===== config.mk =====
export PLATFORM = sky130hd
export DESIGN_NAME = ics_sequencer
export DESIGN_NICKNAME = d
export VERILOG_FILES = /design/src/rtl/ics_sync.v /design/src/rtl/ics_fifo.v /design/src/rtl/ics_sequencer.v
export VERILOG_INCLUDE_DIRS = /design/src /design/src/include
export SDC_FILE = /design/constraint.sdc
export NUM_CORES = 1
export LEC_CHECK = 0
export BUFFER_PORTS_ARGS = -buffer_cell sky130_fd_sc_hd__buf_2
export CAP_MARGIN = 20
export CORE_ASPECT_RATIO = 1.2
export CORE_MARGIN = 1
export CORE_UTILIZATION = 45
export DETAILED_ROUTE_END_ITERATION = 8
export PLACE_DENSITY = 0.65
export SYNTH_ARGS = -nofsm -noshare
export SYNTH_HDL_FRONTEND = slang
export SYNTH_SLANG_ARGS = --single-unit

===== constraint.sdc =====
create_clock -name clk_sys -period 2.6 [get_ports clk_sys]
set_input_delay 0.52 -clock clk_sys [delete_from_list [all_inputs] [get_ports clk_sys]]
set_output_delay 0.52 -clock clk_sys [all_outputs]
set_load 0.02 [all_outputs]

===== src/include/ics_regs.vh =====
// register offsets, field positions, reset values and timing counts
// assumes inclusion by bare name from the rtl files
`ifndef ICS_REGS_VH
`define ICS_REGS_VH
// byte addresses on the avalon word bus
`define ICS_OFF_CTRL_LOW     4'h0
`define ICS_OFF_CTRL_HIGH    4'h4
`define ICS_OFF_STATUS       4'h8
`define ICS_OFF_TX_DATA      4'hc
// control low fields
`define ICS_BIT_ENABLE       15
`define ICS_BIT_CLK_RELEASE  12
`define ICS_BIT_STRETCH_EN   6
`define ICS_BIT_ACK_VALUE    5
`define ICS_BIT_ACK_REQ      4
`define ICS_BIT_RX_REQ       3
`define ICS_BIT_STOP_REQ     2
`define ICS_BIT_RSTART_REQ   1
`define ICS_BIT_START_REQ    0
// status fields
`define ICS_BIT_RX_VALID     0
`define ICS_BIT_BUSY         1
`define ICS_BIT_SLV_ACTIVE   2
`define ICS_BIT_SLV_TX       3
// reset values
`define ICS_RST_CTRL_LOW     16'h1000
`define ICS_RST_CTRL_HIGH    16'h0000
// quarter bit period for a 100 kHz bus at 125 MHz
`define ICS_QUARTER_NS       2500
`define ICS_CLK_NS           8
`endif


===== src/rtl/ics_sync.v =====
// two flip-flop synchroniser for asynchronous pin levels
// assumes one clock domain, synchronous reset, inputs idle high
`timescale 1ns/1ps
module ics_sync #(
  parameter WIDTH = 2
) (
  // clock and reset
  input  wire             clk_sys,
  input  wire             rst,
  // levels
  input  wire [WIDTH-1:0] async_in,
  output wire [WIDTH-1:0] sync_out
);
  reg [WIDTH-1:0] meta_q;
  reg [WIDTH-1:0] sync_q;

  // first stage feeds only the second; lines idle high on reset
  always @(posedge clk_sys) begin
    if (rst) begin
      meta_q <= {WIDTH{1'b1}};
      sync_q <= {WIDTH{1'b1}};
    end else begin
      meta_q <= async_in;
      sync_q <= meta_q;
    end
  end
  assign sync_out = sync_q;
endmodule // ics_sync


===== src/rtl/ics_fifo.v =====
// synchronous fifo with valid/ready on both sides
// assumes one clock, synchronous active high reset, depth a power of two
`timescale 1ns/1ps
module ics_fifo #(
  parameter WIDTH = 8,
  parameter DEPTH = 16,
  parameter AW    = 4
) (
  // clock and reset
  input  wire             clk_sys,
  input  wire             rst,
  // fill side
  input  wire             in_valid,
  output wire             in_ready,
  input  wire [WIDTH-1:0] in_data,
  // drain side
  output wire             out_valid,
  input  wire             out_ready,
  output wire [WIDTH-1:0] out_data
);
  reg [WIDTH-1:0] mem [0:DEPTH-1];
  reg [AW:0]      wr_q;
  reg [AW:0]      rd_q;
  wire            full  = (wr_q[AW] != rd_q[AW]) && (wr_q[AW-1:0] == rd_q[AW-1:0]);
  wire            empty = (wr_q == rd_q);
  wire            push  = in_valid && !full;
  wire            pop   = out_ready && !empty;

  assign in_ready  = !full;
  assign out_valid = !empty;
  assign out_data  = mem[rd_q[AW-1:0]];

  // storage has no reset; pointers decide what is valid
  always @(posedge clk_sys) begin
    if (push)
      mem[wr_q[AW-1:0]] <= in_data;
  end

  // extra pointer bit tells full from empty
  always @(posedge clk_sys) begin
    if (rst) begin
      wr_q <= {(AW+1){1'b0}};
      rd_q <= {(AW+1){1'b0}};
    end else begin
      if (push)
        wr_q <= wr_q + 1'b1;
      if (pop)
        rd_q <= rd_q + 1'b1;
    end
  end
endmodule // ics_fifo


===== src/rtl/ics_sequencer.v =====
// i2c control sequencer: master start/restart/stop/receive/ack sequences,
// slave clock stretching control, avalon-mm register slave
// assumes open-drain pins resolved outside, pull-ups present, one clock domain
//
// Functional notes
// stretching only allowed while stretch_enable is set; the code also holds at tx start and address bytes with stretch_enable clear
// ack slot drives ack_value: 1 nack, 0 ack
// ack request runs ack sequence, self clears
// receive request clocks one byte, self clears; the code goes on clocking bytes without clearing while the fifo is full
// stop request makes stop condition, self clears
// repeated start request makes restart, self clears
// start request makes start condition, self clears
// slave holds clock low while clock_release clear
// hardware clears clock_release at slave byte boundaries; the code clears at data bytes only with stretch_enable set
// software issues one master sequence at a time
`timescale 1ns/1ps
`include "ics_regs.vh"
module ics_sequencer #(
  parameter FIFO_DEPTH = 16,
  parameter FIFO_AW    = 4
) (
  // clock and reset
  input  wire        clk_sys,
  input  wire        rst,
  // avalon-mm slave
  input  wire [3:0]  avs_address,
  input  wire        avs_read,
  input  wire        avs_write,
  input  wire [31:0] avs_writedata,
  output reg  [31:0] avs_readdata,
  output wire        avs_waitrequest,
  // i2c pins, open drain
  input  wire        serial_clock_line_i,
  output wire        serial_clock_line_o,
  output wire        serial_clock_line_oe,
  input  wire        serial_data_line_i,
  output wire        serial_data_line_o,
  output wire        serial_data_line_oe,
  // slave-side byte events from the address/shift logic
  input  wire        slv_tx_byte_start,
  input  wire        slv_addr_byte_done,
  input  wire        slv_data_byte_done
);
  localparam [15:0] QUARTER_CYC = (`ICS_QUARTER_NS + `ICS_CLK_NS - 1) / `ICS_CLK_NS;
  // one-hot master states
  localparam [6:0] S_IDLE  = 7'h01;
  localparam [6:0] S_START = 7'h02;
  localparam [6:0] S_RSTRT = 7'h04;
  localparam [6:0] S_STOP  = 7'h08;
  localparam [6:0] S_RECV  = 7'h10;
  localparam [6:0] S_ACK   = 7'h20;
  localparam [6:0] S_DONE  = 7'h40;

  // pins through two flip-flops before use
  wire [1:0] pins_s;
  ics_sync #(.WIDTH(2)) u_sync (
    .clk_sys  (clk_sys),
    .rst      (rst),
    .async_in ({serial_clock_line_i, serial_data_line_i}),
    .sync_out (pins_s)
  );
  wire scl_s = pins_s[1];
  wire sda_s = pins_s[0];

  reg  [15:0] ctrl_low_q;
  reg  [15:0] ctrl_high_q;
  reg  [6:0]  state_q;
  reg  [1:0]  phase_q;
  reg  [15:0] div_q;
  reg  [2:0]  bit_q;
  reg  [7:0]  shift_q;
  reg         scl_drv_low_q;
  reg         sda_drv_low_q;
  reg         push_q;
  reg  [7:0]  push_data_q;
  reg         scl_s_q;

  wire        enable    = ctrl_low_q[`ICS_BIT_ENABLE];
  wire        stretch_en = ctrl_low_q[`ICS_BIT_STRETCH_EN];
  wire        tick      = (div_q == 16'h0000);
  wire        req_any   = |ctrl_low_q[4:0];
  wire        master_busy = (state_q != S_IDLE);
  // the sequencer steps only on quarter-bit ticks, and waits for the line
  // to really rise so a slave stretching the clock is respected
  wire        scl_wait  = !scl_drv_low_q && !scl_s;
  wire        step      = tick && !scl_wait;

  // writes take one edge; reads wait one cycle so registered data stands
  // at the edge where waitrequest is seen low
  reg  rd_done_q;
  assign avs_waitrequest = avs_read && !rd_done_q;
  wire wr_ctrl_low  = avs_write && (avs_address == `ICS_OFF_CTRL_LOW);
  wire wr_ctrl_high = avs_write && (avs_address == `ICS_OFF_CTRL_HIGH);
  // pop only at the completing edge, after the byte was registered
  wire rd_rx        = avs_read && rd_done_q && (avs_address == `ICS_OFF_TX_DATA);

  // read wait-state flag
  always @(posedge clk_sys) begin
    if (rst)
      rd_done_q <= 1'b0;
    else
      rd_done_q <= avs_read && !rd_done_q;
  end

  // received bytes queue up for software
  wire       fifo_in_ready;
  wire       fifo_out_valid;
  wire [7:0] fifo_out_data;
  ics_fifo #(.WIDTH(8), .DEPTH(FIFO_DEPTH), .AW(FIFO_AW)) u_fifo (
    .clk_sys   (clk_sys),
    .rst       (rst),
    .in_valid  (push_q),
    .in_ready  (fifo_in_ready),
    .in_data   (push_data_q),
    .out_valid (fifo_out_valid),
    .out_ready (rd_rx),
    .out_data  (fifo_out_data)
  );

  // decode of a request field into the sequence it starts
  function [6:0] req_state;
    input [4:0] req;
    begin
      if (req[`ICS_BIT_START_REQ])
        req_state = S_START;
      else if (req[`ICS_BIT_RSTART_REQ])
        req_state = S_RSTRT;
      else if (req[`ICS_BIT_STOP_REQ])
        req_state = S_STOP;
      else if (req[`ICS_BIT_RX_REQ])
        req_state = S_RECV;
      else if (req[`ICS_BIT_ACK_REQ])
        req_state = S_ACK;
      else
        req_state = S_IDLE;
    end
  endfunction

  // quarter-bit divider; held at zero while a stretched clock line stays low
  always @(posedge clk_sys) begin
    if (rst || state_q == S_IDLE)
      div_q <= QUARTER_CYC - 16'h0001;
    else if (tick && !scl_wait)
      div_q <= QUARTER_CYC - 16'h0001;
    else if (!tick)
      div_q <= div_q - 16'h0001;
  end

  // master sequence engine; four phases per bit slot
  always @(posedge clk_sys) begin
    if (rst) begin
      state_q       <= S_IDLE;
      phase_q       <= 2'd0;
      bit_q         <= 3'd0;
      shift_q       <= 8'h00;
      scl_drv_low_q <= 1'b0;
      sda_drv_low_q <= 1'b0;
      push_q        <= 1'b0;
      push_data_q   <= 8'h00;
    end else begin
      push_q <= 1'b0;
      case (state_q)
        S_IDLE: begin
          phase_q <= 2'd0;
          bit_q   <= 3'd0;
          // one request at a time; lowest bit wins if several are set
          if (enable && req_any && !wr_ctrl_low)
            state_q <= req_state(ctrl_low_q[4:0]);
        end
        S_START: if (step) begin
          // sda falls while scl high, then scl falls
          phase_q <= phase_q + 2'd1;
          case (phase_q)
            2'd0: begin sda_drv_low_q <= 1'b0; scl_drv_low_q <= 1'b0; end
            2'd1: sda_drv_low_q <= 1'b1;
            2'd2: scl_drv_low_q <= 1'b1;
            default: state_q <= S_DONE;
          endcase
        end
        S_RSTRT: if (step) begin
          // release sda, raise scl, then sda falls with scl high
          phase_q <= phase_q + 2'd1;
          case (phase_q)
            2'd0: sda_drv_low_q <= 1'b0;
            2'd1: scl_drv_low_q <= 1'b0;
            2'd2: sda_drv_low_q <= 1'b1;
            default: begin scl_drv_low_q <= 1'b1; state_q <= S_DONE; end
          endcase
        end
        S_STOP: if (step) begin
          // sda low, scl high, then sda rises with scl high
          phase_q <= phase_q + 2'd1;
          case (phase_q)
            2'd0: sda_drv_low_q <= 1'b1;
            2'd1: scl_drv_low_q <= 1'b0;
            2'd2: sda_drv_low_q <= 1'b0;
            default: state_q <= S_DONE;
          endcase
        end
        S_RECV: if (step) begin
          // release sda; sample on the high half of each clock
          sda_drv_low_q <= 1'b0;
          phase_q <= phase_q + 2'd1;
          case (phase_q)
            2'd0: scl_drv_low_q <= 1'b1;
            2'd1: scl_drv_low_q <= 1'b0;
            2'd2: shift_q <= {shift_q[6:0], sda_s};
            default: begin
              scl_drv_low_q <= 1'b1;
              bit_q <= bit_q + 3'd1;
              if (bit_q == 3'd7) begin
                push_q      <= 1'b1;
                push_data_q <= shift_q;
                state_q     <= S_DONE;
              end
            end
          endcase
        end
        S_ACK: if (step) begin
          // one clock with sda holding the chosen answer
          phase_q <= phase_q + 2'd1;
          case (phase_q)
            2'd0: begin
              scl_drv_low_q <= 1'b1;
              sda_drv_low_q <= !ctrl_low_q[`ICS_BIT_ACK_VALUE];
            end
            2'd1: scl_drv_low_q <= 1'b0;
            2'd2: scl_drv_low_q <= 1'b0;
            default: begin scl_drv_low_q <= 1'b1; state_q <= S_DONE; end
          endcase
        end
        S_DONE: state_q <= S_IDLE;
        default: state_q <= S_IDLE;
      endcase
      // the engine stays in receive while the fifo is full and goes on clocking bytes; the push is dropped
      if (state_q == S_RECV && !fifo_in_ready)
        state_q <= S_RECV;
    end
  end

  // previous clock sample, read back in the status word
  always @(posedge clk_sys) begin
    if (rst)
      scl_s_q <= 1'b1;
    else
      scl_s_q <= scl_s;
  end

  // control low: software writes, hardware clears requests and release
  always @(posedge clk_sys) begin
    if (rst) begin
      ctrl_low_q <= `ICS_RST_CTRL_LOW;
    end else begin
      if (wr_ctrl_low) begin
        ctrl_low_q[15:5] <= avs_writedata[15:5];
        // requests are only taken while the engine is idle
        if (!master_busy)
          ctrl_low_q[4:0] <= avs_writedata[4:0];
        // with stretching off software may only set the release bit
        if (!avs_writedata[6] && !avs_writedata[`ICS_BIT_CLK_RELEASE])
          ctrl_low_q[`ICS_BIT_CLK_RELEASE] <= ctrl_low_q[`ICS_BIT_CLK_RELEASE];
      end
      // end of a sequence clears all request bits
      if (state_q == S_DONE)
        ctrl_low_q[4:0] <= 5'h00;
      // tx start and address bytes clear release, data bytes only with stretching on; hardware wins over a write
      if (slv_tx_byte_start || slv_addr_byte_done)
        ctrl_low_q[`ICS_BIT_CLK_RELEASE] <= 1'b0;
      if (slv_data_byte_done && stretch_en)
        ctrl_low_q[`ICS_BIT_CLK_RELEASE] <= 1'b0;
    end
  end

  // control high: plain storage, bits 15:7 read as zero
  always @(posedge clk_sys) begin
    if (rst)
      ctrl_high_q <= `ICS_RST_CTRL_HIGH;
    else if (wr_ctrl_high)
      ctrl_high_q <= {9'h000, avs_writedata[6:0]};
  end

  // slave stretch: hold scl low whenever enabled and the release bit is clear
  reg slv_hold_q;
  always @(posedge clk_sys) begin
    if (rst)
      slv_hold_q <= 1'b0;
    else if (!enable || ctrl_low_q[`ICS_BIT_CLK_RELEASE])
      slv_hold_q <= 1'b0;
    else
      slv_hold_q <= 1'b1;
  end

  // open drain: enable high while pulling low
  assign serial_clock_line_o  = 1'b0;
  assign serial_clock_line_oe = enable && (scl_drv_low_q || slv_hold_q);
  assign serial_data_line_o   = 1'b0;
  assign serial_data_line_oe  = enable && sda_drv_low_q;

  // read mux; unmapped offsets read zero
  always @(posedge clk_sys) begin
    if (rst)
      avs_readdata <= 32'h00000000;
    else if (avs_read && !rd_done_q) begin
      case (avs_address)
        `ICS_OFF_CTRL_LOW:  avs_readdata <= {16'h0000, ctrl_low_q};
        `ICS_OFF_CTRL_HIGH: avs_readdata <= {16'h0000, ctrl_high_q};
        `ICS_OFF_STATUS:    avs_readdata <= {28'h0000000, slv_hold_q, scl_s_q, master_busy, fifo_out_valid};
        `ICS_OFF_TX_DATA:   avs_readdata <= {24'h000000, fifo_out_data};
        default:            avs_readdata <= 32'h00000000;
      endcase
    end
  end
endmodule // ics_sequencer


Word-level counts from Yosys, hierarchy flattened:

Memory sizes are Yosys's and may differ from the RTL's. A register that Yosys moved wholly into a read port is not among the register bits.
Index checks and enable logic that the tools add are counted.

* flip-flop bits (word level): 119
* memories: 1
* memory bits (writable): 128
* input bits: 45
* output and inout bits: 37
* logic and storage cells: 183

* mux-type cells: 49
* $add $sub $neg: 5
* eq/ne operators: 43
* bitwise gates (word level): 4
* reductions and logical operators: 59

Memory list
* u_fifo.mem: depth 16, width 8, rd ports 1, clocked after Yosys merged registers in 1, write ports 1, line ics_fifo.v:21 `reg [WIDTH-1:0] mem [0:DEPTH-1];`

Operators by type and width (count)
* 16-bit case mux with 4 select lines: 1
* 7-bit two-way mux: 6
* 6-bit two-way mux: 5
* 2-bit inequality test (second input constant): 11
* 7-bit case mux with 3 select lines: 1
* 10-bit AND reduction: 2
* 1-bit two-way mux: 19
* 1-bit logical AND: 17
* 16-bit zero test: 1
* 16-bit by 1-bit subtractor with 16-bit output (second input constant): 1
* 13-bit two-way mux: 1
* 3-bit by 2-bit inequality test with 1-bit output (second input constant): 4
* 3-bit inequality test (second input constant): 4
* 6-bit AND reduction: 2
* 1-bit zero test: 11
* 5-bit by 1-bit adder with 5-bit output (second input constant): 2
* 5-bit two-way mux: 2
* 1-bit case mux with 2 select lines: 5
* 1-bit case mux with 5 select lines: 2
* 2-bit OR reduction: 5
* 5-bit OR reduction: 2
* 3-bit by 1-bit inequality test with 1-bit output (second input constant): 3
* 4-bit == test (second input constant): 2
* 4-bit two-way mux: 2
* 35 further kinds: 49

Logic depth before layout (Yosys ltp):

Gate-level depths: netlist of the first run.

* depth after elaboration: 8
* mapped depth: 9

Modules after synthesis:

From an unflattened synthesis of the first run, not the netlist that was laid out.

* cells, all modules: 763
* area, all modules: 10009.6 µm²

By module, submodules not included
* ics_fifo: cells an instance 282, instances 1, area an instance 5821.8 µm²
* ics_sequencer: cells an instance 473, instances 1, area an instance 4082.7 µm²
* ics_sync: cells an instance 8, instances 1, area an instance 105.1 µm²

Worst setup path before layout of the first run:

Ideal clock, no wire load.

* path type: flip-flop to flip-flop
* start point: register u_fifo.wr_q[3]
* end point: memory u_fifo.mem[3][0], enable pin
* stages on the path, launching flop included: 7
* clock period less this slack: 2.472 ns
* data required time: 2.217 ns
* arrival time: 2.088 ns
* buffers on the path: 1
* setup slack: 0.128 ns
* library setup time: 0.383 ns
* path through: dfxtp_1 > clkbuf_1 > xor2_1 > nor4_1 > a21boi_1 > nand2_1 > nor3_1

* longest elaborated chain between the ends: 6

Ends and longest elaborated chain
* start, declared: line ics_fifo.v:22 `reg [AW:0] wr_q;`
* start signal, assigned: line ics_fifo.v:42 `wr_q <= {(AW+1){1'b0}};`
* start signal, assigned: line ics_fifo.v:46 `wr_q <= wr_q + 1'b1;`
* 4-bit == test: line ics_fifo.v:24 `wire full = (wr_q[AW] != rd_q[AW]) && (wr_q[AW-1:0] == rd_q[AW-1:0]);`
* 1-bit logical AND: line ics_fifo.v:24
* 1-bit zero test: line ics_fifo.v:26 `wire push = in_valid && !full;`
* 1-bit logical AND: line ics_fifo.v:26
* 1-bit two-way mux: line ics_fifo.v:35 `if (push)`
* 1-bit two-way mux (not written as such): line ics_fifo.v:36 `mem[wr_q[AW-1:0]] <= in_data;`
* end, declared: line ics_fifo.v:21

Parallel ways exist; a longest one is shown, timed or not.

Worst setup path in the final report of the first run:

* start point: register div_q[0]
* end point: register state_q[2]

* longest elaborated chain between the ends: 4

Ends and longest elaborated chain
* start, declared: line ics_sequencer.v:69 `reg [15:0] div_q;`
* start signal, assigned: line ics_sequencer.v:142 `div_q <= QUARTER_CYC - 16'h0001;`
* start signal, assigned: line ics_sequencer.v:144 `div_q <= QUARTER_CYC - 16'h0001;`
* start signal, assigned: line ics_sequencer.v:146 `div_q <= div_q - 16'h0001;`
* 16-bit zero test *: line ics_sequencer.v:80 `wire tick = (div_q == 16'h0000);`
* 1-bit logical AND *: line ics_sequencer.v:86 `wire step = tick && !scl_wait;`
* 2-bit inequality test (no source line) / 2-bit by 1-bit inequality test with 1-bit output (equally long branches)
* 6-bit AND reduction (no source line) *
* end signal, assigned: line ics_sequencer.v:168 `state_q <= req_state(ctrl_low_q[4:0]);`
* end, declared: line ics_sequencer.v:67 `reg [6:0] state_q;`

Every way passes the cells marked *; elsewhere a longest branch is shown, timed or not.
A chain may end at the register's enable or synchronous reset.

==> flow_metrics.py, run 1 <==
metrics = {
    "status": {
        "status": "complete, no violations",
    },
    "global_routing": {
        "antenna_found_initial": 0,
        "grt_overflow": 0,
        "grt_max_degree": 63,
        "grt_pass1_vias": 6038,
        "grt_first_pass_wirelength_mm": 32.2,
        "track_usage_pct": 18.8,
    },
    "synth": {
        "synthAdderAreaFrac_pct": 1.54,
        "syn_area_per_cell_um2": 12.6,
        "synth_cells": 774,
        "ys_seq_elements": 235,
        "synth-compound-area-share_pct": 6.68,
        "synth-simple-area-share_pct": 13.4,
        "ys_warn_count": 0,
        "ys_top_cells_by_count": "edfxtp_1, dfxtp_1, nor2_1, nand2_1, a21oi_1",
        "yosysTopAreaCell": "edfxtp_1",
        "syn-cell-area_um2": 9770,
        "ys_types": 69,
        "ys_seq_area_share_pct": 61.2,
        "synth_xor_xnor_area_share_pct": 2.42,
        "synth_top_area_share_pct": 39.3,
        "synth_flop_cell": "edfxtp_1",
        "synth_top_family_by_area": "simple AND/OR/NAND/NOR gates",
        "synth_mux_area_share_pct": 11.3,
        "synth_edf_count": 128,
        "yosysMostFrequentCell": "edfxtp_1",
        "synth-async-reset-ratio_pct": 0,
        "yosys-top-cells-area": "edfxtp_1, dfxtp_1, mux4_2, nor2_1, nand2_1",
    },
    "sta": {
        "tns_ns": 0,
        "worstMarginPinSlew_ns": 0.627,
        "maxSlewHeadroom_pct": 58.1,
        "rsz0062_at_grt": "no",
        "finalMaxSlewViolations": 0,
        "clock.fmax_ghz": 0.416,
        "finalCriticalPeriod_ns": 2.40,
        "finalHoldViolations": 0,
        "fin_skew_ns": 0.0191,
        "timing.final.crit_share_pct": 92.4,
        "finalSetupViolations": 0,
    },
    "floorplanning": {
        "die_width_um": 137,
        "die_h_um": 163,
        "core_um2": 21100,
        "initial_core_util_pct": 46.3,
        "io_pins": 82,
        "num_rows": 58,
        "die-area_um2": 22300,
    },
    "hold_path": {
        "hold_class": "primary input to register",
    },
    "placement": {
        "dp_hpwl_mm": 14.1,
        "gp_congestion": 0.842,
        "port_buffers": 47,
        "placed_cells": 1101,
    },
    "cts": {
        "clock_path_buffers": 3,
        "cts-buffers-inserted": 24,
        "cts_num_sinks": 235,
        "htree_levels": 1,
        "root_buffer": "clkbuf_16",
        "clk_pin_slew_worst_paths_ns": 0.06,
        "tritoncts": "done",
        "clk-insertion-delay-late_ns": 0.52,
        "ctsHoldBuffers": 0,
    },
    "power_and_ir_drop": {
        "p_leak_nw": 4.09,
        "netSwitchingFraction_pct": 22.5,
        "p_int_mw": 6.11,
        "vdd_drop_max_mv": 0.465,
        "pwr-share-clk_pct": 42.0,
        "p_switching_mw": 1.77,
        "combPwrFrac_pct": 7.6,
        "p_per_area_nw_per_um2": 697,
        "seq_power_share_pct": 50.4,
    },
    "setup_path": {
        "crit_family": "simple AND/OR/NAND/NOR gates",
        "worstSetupEndpointType": "register",
        "cp.required_ns": 3.04,
        "crit_fanout": 9,
        "cp_slowest_stage_delay_ns": 0.50,
        "path_class": "register to register",
        "worstSetupStartpointType": "register",
        "arrival_ns": 2.84,
        "critPathBufInv": 1,
        "path_cells": "inv_1 > ha_1 > or3b_2 > nor3b_2 > nand3_1 > a21bo_1 > or4_1 > a21oi_1",
        "cpMaxStageDelayCell": "or3b_2",
    },
    "layout": {
        "antennaDiodeCount": 0,
        "final_nets": 915,
        "multiInputGateArea_um2": 3530,
        "area_delta_synth_final_pct": 15.6,
        "layout-drive-gt1-share_pct": 22.9,
        "regArea_um2": 5990,
        "final_cells": 1146,
        "n_fill_cell": 1773,
    },
    "route": {
        "viasPerCell": 5.44,
        "wl_mm": 20.5,
        "drc": 0,
        "via_count": 6231,
        "drt_pass1_iterations": 5,
        "drt_first_iter_violations": 412,
        "postRouteAntennaNets": 0,
        "wl_per_cell_um": 17.9,
    },
    "flow_run": {
        "max_cap_violations": 0,
    },
}
power by group through the flow:
stage / logic (mW) / registers [mW] / clock network [mW]
2_1_floorplan: 0.426 / 4.04 / 0
3_3_place_gp: 0.589 / 4.05 / 0
3_5_place_dp: 0.593 / 4.05 / 0
4_1_cts: 0.597 / 3.97 / 3.42
5_1_grt: 0.661 / 3.97 / 3.57
6_report: 0.600 / 3.97 / 3.31
layout make-up:
class / count / area share [%]
Timing Repair Buffer: 97 / 5.51
Tap cell: 270 / 2.99
Inverter: 14 / 0.465
Clock buffer: 34 / 6.10
Multi-Input combinational cell: 486 / 31.2
Sequential cell: 235 / 53.0
Clock inverter: 10 / 0.742
logic make-up (layout without fill, tap and decap cells):
group / Yosys count / count (layout)
AOI/OAI and AO/OA: 100 / 100
other: 1 / 18
buffers and inverters: 70 / 155
DFF: 235 / 235
muxes: 63 / 63
xor gates and xnor gates: 27 / 27
adders and majority gates: 12 / 12
and+or+nand+nor: 266 / 266
routing by layer:
metal / track usage [%] / routed length (µm) / share of wire [%] / vias to the layer above
met3: 3.07 / 956 / 4.7 / 39
met1: 23.7 / 8450 / 41 / 3031
met5: 0 / 0 / 0 / -
met2: 32.4 / 10500 / 51 / 167
li1: - / - / - / 2994
met4: 7.02 / 607 / 3.0 / 0
registers in the layout, summed over array words and instances (netlist names), 3 cells and up, named ones only:
signal        cells
bit_q             3
push_data_q       8
ctrl_low_q       16
avs_readdata     16
u_fifo.wr_q       5
u_fifo.rd_q       5
div_q            16
u_fifo.mem      128
state_q           7
ctrl_high_q       7
shift_q           8
timing repair:
action                     4_1_cts  5_1_grt
setup buffers                    0        1
setup endpoints to repair        0       10
gates resized for setup          0        2
per-stage QoR:
step / instance area, µm² / hold slack (ns) / power [mW] / util (%) / worst slack [ns]
finish: 11300 / 0.195 / 7.88 / 53.5 / 0.198
CTS: 11300 / 0.177 / 7.98 / 53.4 / 0.0221
detailed placement: 10500 / 0.402 / 4.64 / 49.8 / 0.0450
global route: 11300 / 0.194 / 8.20 / 53.5 / 0.0363
floorplan: 9840 / 0.389 / 4.46 / - / 0.128
global placement: 10500 / 0.395 / 4.63 / 49.8 / 0.0675
cell usage in the layout (no fill, tap or decap), types with 15 or more instances in the layout:
master     instances
a22oi_1           15
clkbuf_16         24
nand2_1           69
edfxtp_1         128
nor2_1            84
dfxtp_1          106
conb_1            18
a21oi_1           43
mux4_2            37
nand3_1           33
buf_2             47
mux2i_1           21
xor2_1            17
buf_4             49
path summary, 6_finish.rpt:
| path | from | endpoint | slack, ns | cells after the start |
|---|---|---|---|---|
| worst max-delay path | div_q[0] | state_q[2] | 0.20 | 8 |
| worst min-delay path | serial_data_line_i | u_sync.meta_q[0] | 0.20 | 2 |
| worst max register to register | div_q[0] | state_q[2] | 0.20 | 8 |
| worst min register to register | u_sync.meta_q[1] | u_sync.sync_out[1] | 0.41 | 1 |
(Power assumes the default switching activity.)
==> inputs of run 2 (changes only) <==
--- a/config.mk
+++ b/config.mk
@@ -8,11 +8,12 @@
 export LEC_CHECK = 0
 export BUFFER_PORTS_ARGS = -buffer_cell sky130_fd_sc_hd__buf_2
 export CAP_MARGIN = 20
-export CORE_ASPECT_RATIO = 1.2
+export CORE_ASPECT_RATIO = 0.5
 export CORE_MARGIN = 1
 export CORE_UTILIZATION = 45
 export DETAILED_ROUTE_END_ITERATION = 8
 export PLACE_DENSITY = 0.65
+export SLEW_MARGIN = 0
 export SYNTH_ARGS = -nofsm -noshare
 export SYNTH_HDL_FRONTEND = slang
 export SYNTH_SLANG_ARGS = --single-unit
==> flow_metrics.py, run 2 (same netlist as run 1, synthesis figures left out) <==
metrics = {
    "status": {
        "status": "complete, no violations",
    },
    "global_routing": {
        "grt_use_met1_pct": 27.6,
        "gr-usage-met3_pct": 3.13,
        "met2_usage_pct": 30.6,
        "grt_pass1_vias": 6165,
        "grt_max_degree": 33,
        "grt_overflow": 0,
        "grt_first_pass_wirelength_mm": 33.2,
        "antenna_found_initial": 0,
        "track_usage_pct": 19.2,
        "globalRoute.busiestLayer": "met2",
    },
    "sta": {
        "clock.fmax_ghz": 0.409,
        "whs_ns": 0.197,
        "finalCriticalPeriod_ns": 2.45,
        "maxSlewHeadroom_pct": 49.8,
        "finalSetupViolations": 0,
        "fin_skew_ns": 0.0126,
        "tns_ns": 0,
        "worstMarginPinSlew_ns": 0.751,
        "timing.final.crit_share_pct": 94.1,
        "finalMaxSlewViolations": 0,
        "finalHoldViolations": 0,
        "rsz0062_at_grt": "no",
        "setup_ws_ns": 0.154,
    },
    "cts": {
        "clk-insertion-delay-late_ns": 0.51,
        "cts_num_sinks": 235,
        "root_buffer": "clkbuf_16",
        "clk_pin_slew_worst_paths_ns": 0.07,
        "clock_path_buffers": 3,
        "cts-buffers-inserted": 22,
        "tritoncts": "done",
        "postCtsSetupRepairBufs": 0,
        "htree_levels": 1,
    },
    "floorplanning": {
        "num_rows": 37,
        "initial_core_util_pct": 46.7,
        "io_pins": 82,
        "die_width_um": 210,
        "core_um2": 20900,
        "die-area_um2": 22300,
        "die_h_um": 106,
    },
    "setup_path": {
        "cpMaxStageDelayCell": "or4_4",
        "cp.required_ns": 3.05,
        "path_cells": "or4_4 > or3_4 > nor4_4 > buf_4 > nand2_1 > mux2_1 > nor2_1",
        "worstSetupStartpointType": "register",
        "crit_fanout": 14,
        "cp_slowest_stage_delay_ns": 0.59,
        "r2r_slack_ns": 0.15,
        "arrival_ns": 2.89,
        "path_class": "register to register",
        "worstSetupEndpointType": "register",
    },
    "placement": {
        "gp_congestion": 0.883,
        "dp_worst_setup_slack_ns": 0.0785,
        "port_buffers": 47,
        "dp_hpwl_mm": 14.3,
    },
    "route": {
        "viasPerCell": 5.41,
        "wl_mm": 20.9,
        "via_count": 6263,
        "drc": 0,
        "drt_first_iter_violations": 536,
        "postRouteAntennaNets": 0,
        "drt_pass1_iterations": 5,
        "wl_per_cell_um": 18.1,
    },
    "layout": {
        "antennaDiodeCount": 0,
        "final_nets": 907,
        "area_delta_synth_final_pct": 15.5,
        "layout-drive-gt1-share_pct": 21.9,
        "layout_common_cells": "edfxtp_1, dfxtp_1, nor2_1, nand2_1, buf_2",
        "final_common_cell": "edfxtp_1",
        "largest_reg_flops": 128,
    },
    "power_and_ir_drop": {
        "p_per_area_nw_per_um2": 704,
        "combPwrFrac_pct": 7.3,
        "p_int_mw": 6.16,
        "p_switching_mw": 1.79,
        "seq_power_share_pct": 49.9,
        "p_leak_nw": 4.05,
        "finalPower_mw": 7.94,
        "netSwitchingFraction_pct": 22.5,
        "vdd_drop_max_mv": 0.490,
        "pwr-share-clk_pct": 42.8,
    },
    "flow_run": {
        "max_cap_violations": 0,
    },
    "hold_path": {
        "hold_class": "primary input to register",
    },
}
## run 2: cell count changes in the layout (fill, tap and decap cells not counted), sizes merged
cell | previous run | this run
inv | 14 | 15
clkbuf | 34 | 26
buf | 97 | 91
bufinv | 1 | 4
## run 2: metrics by stage
stage	utilization [%]	instances	instance area, µm²
CTS	53.9	1158	11300
finish	53.9	1158	11300
detailed placement	50.2	1118	10500
floorplan	-	791	9840
global route	53.9	1158	11300
global placement	50.2	1118	10500
## run 2: critical path: cells and delay by family, from the launching register on
family,cells,cell delay (ns)
flops,1,0.35
mux,1,0.33
simple gates,5,1.46
buf+inv,1,0.25
## run 2: metal layers
layer	share of wire, %	wire length (µm)
met5	0	0
met4	1.9	391
met3	5.5	1160
met2	45	9520
met1	47	9870
## run 2: timing repair
| action | 4_1_cts | 5_1_grt |
|---|---|---|
| setup endpoints to repair | 0 | 8 |
| resized for setup | 0 | 1 |
| hold buffers | 0 | 0 |
## run 2: path summary, 6_finish.rpt
check,from,end,depth (start not counted)
max,div_q[4],bit_q[0],7
min,serial_data_line_i,u_sync.meta_q[0],2
max reg2reg,div_q[4],bit_q[0],7
min reg2reg,u_sync.meta_q[0],u_sync.sync_out[0],1
## run 2: layout make-up
type | count | area [µm²]
repair buffers | 91 | 591
flip-flops and latches | 235 | 5990
inverters | 14 | 52.6
fillers | 1762 | 9640
clock inverters | 14 | 181
multi-input cells | 486 | 3520
clock buffers | 26 | 586
well taps | 292 | 365
## run 2: power by group through the flow
stage	Clock, mW	Sequential (mW)	Combinational (mW)
after floorplan	0	4.04	0.426
after global placement	0	4.04	0.561
after detailed placement	0	4.05	0.573
after CTS	3.46	3.97	0.581
after global routing	3.61	3.97	0.647
final	3.40	3.97	0.580
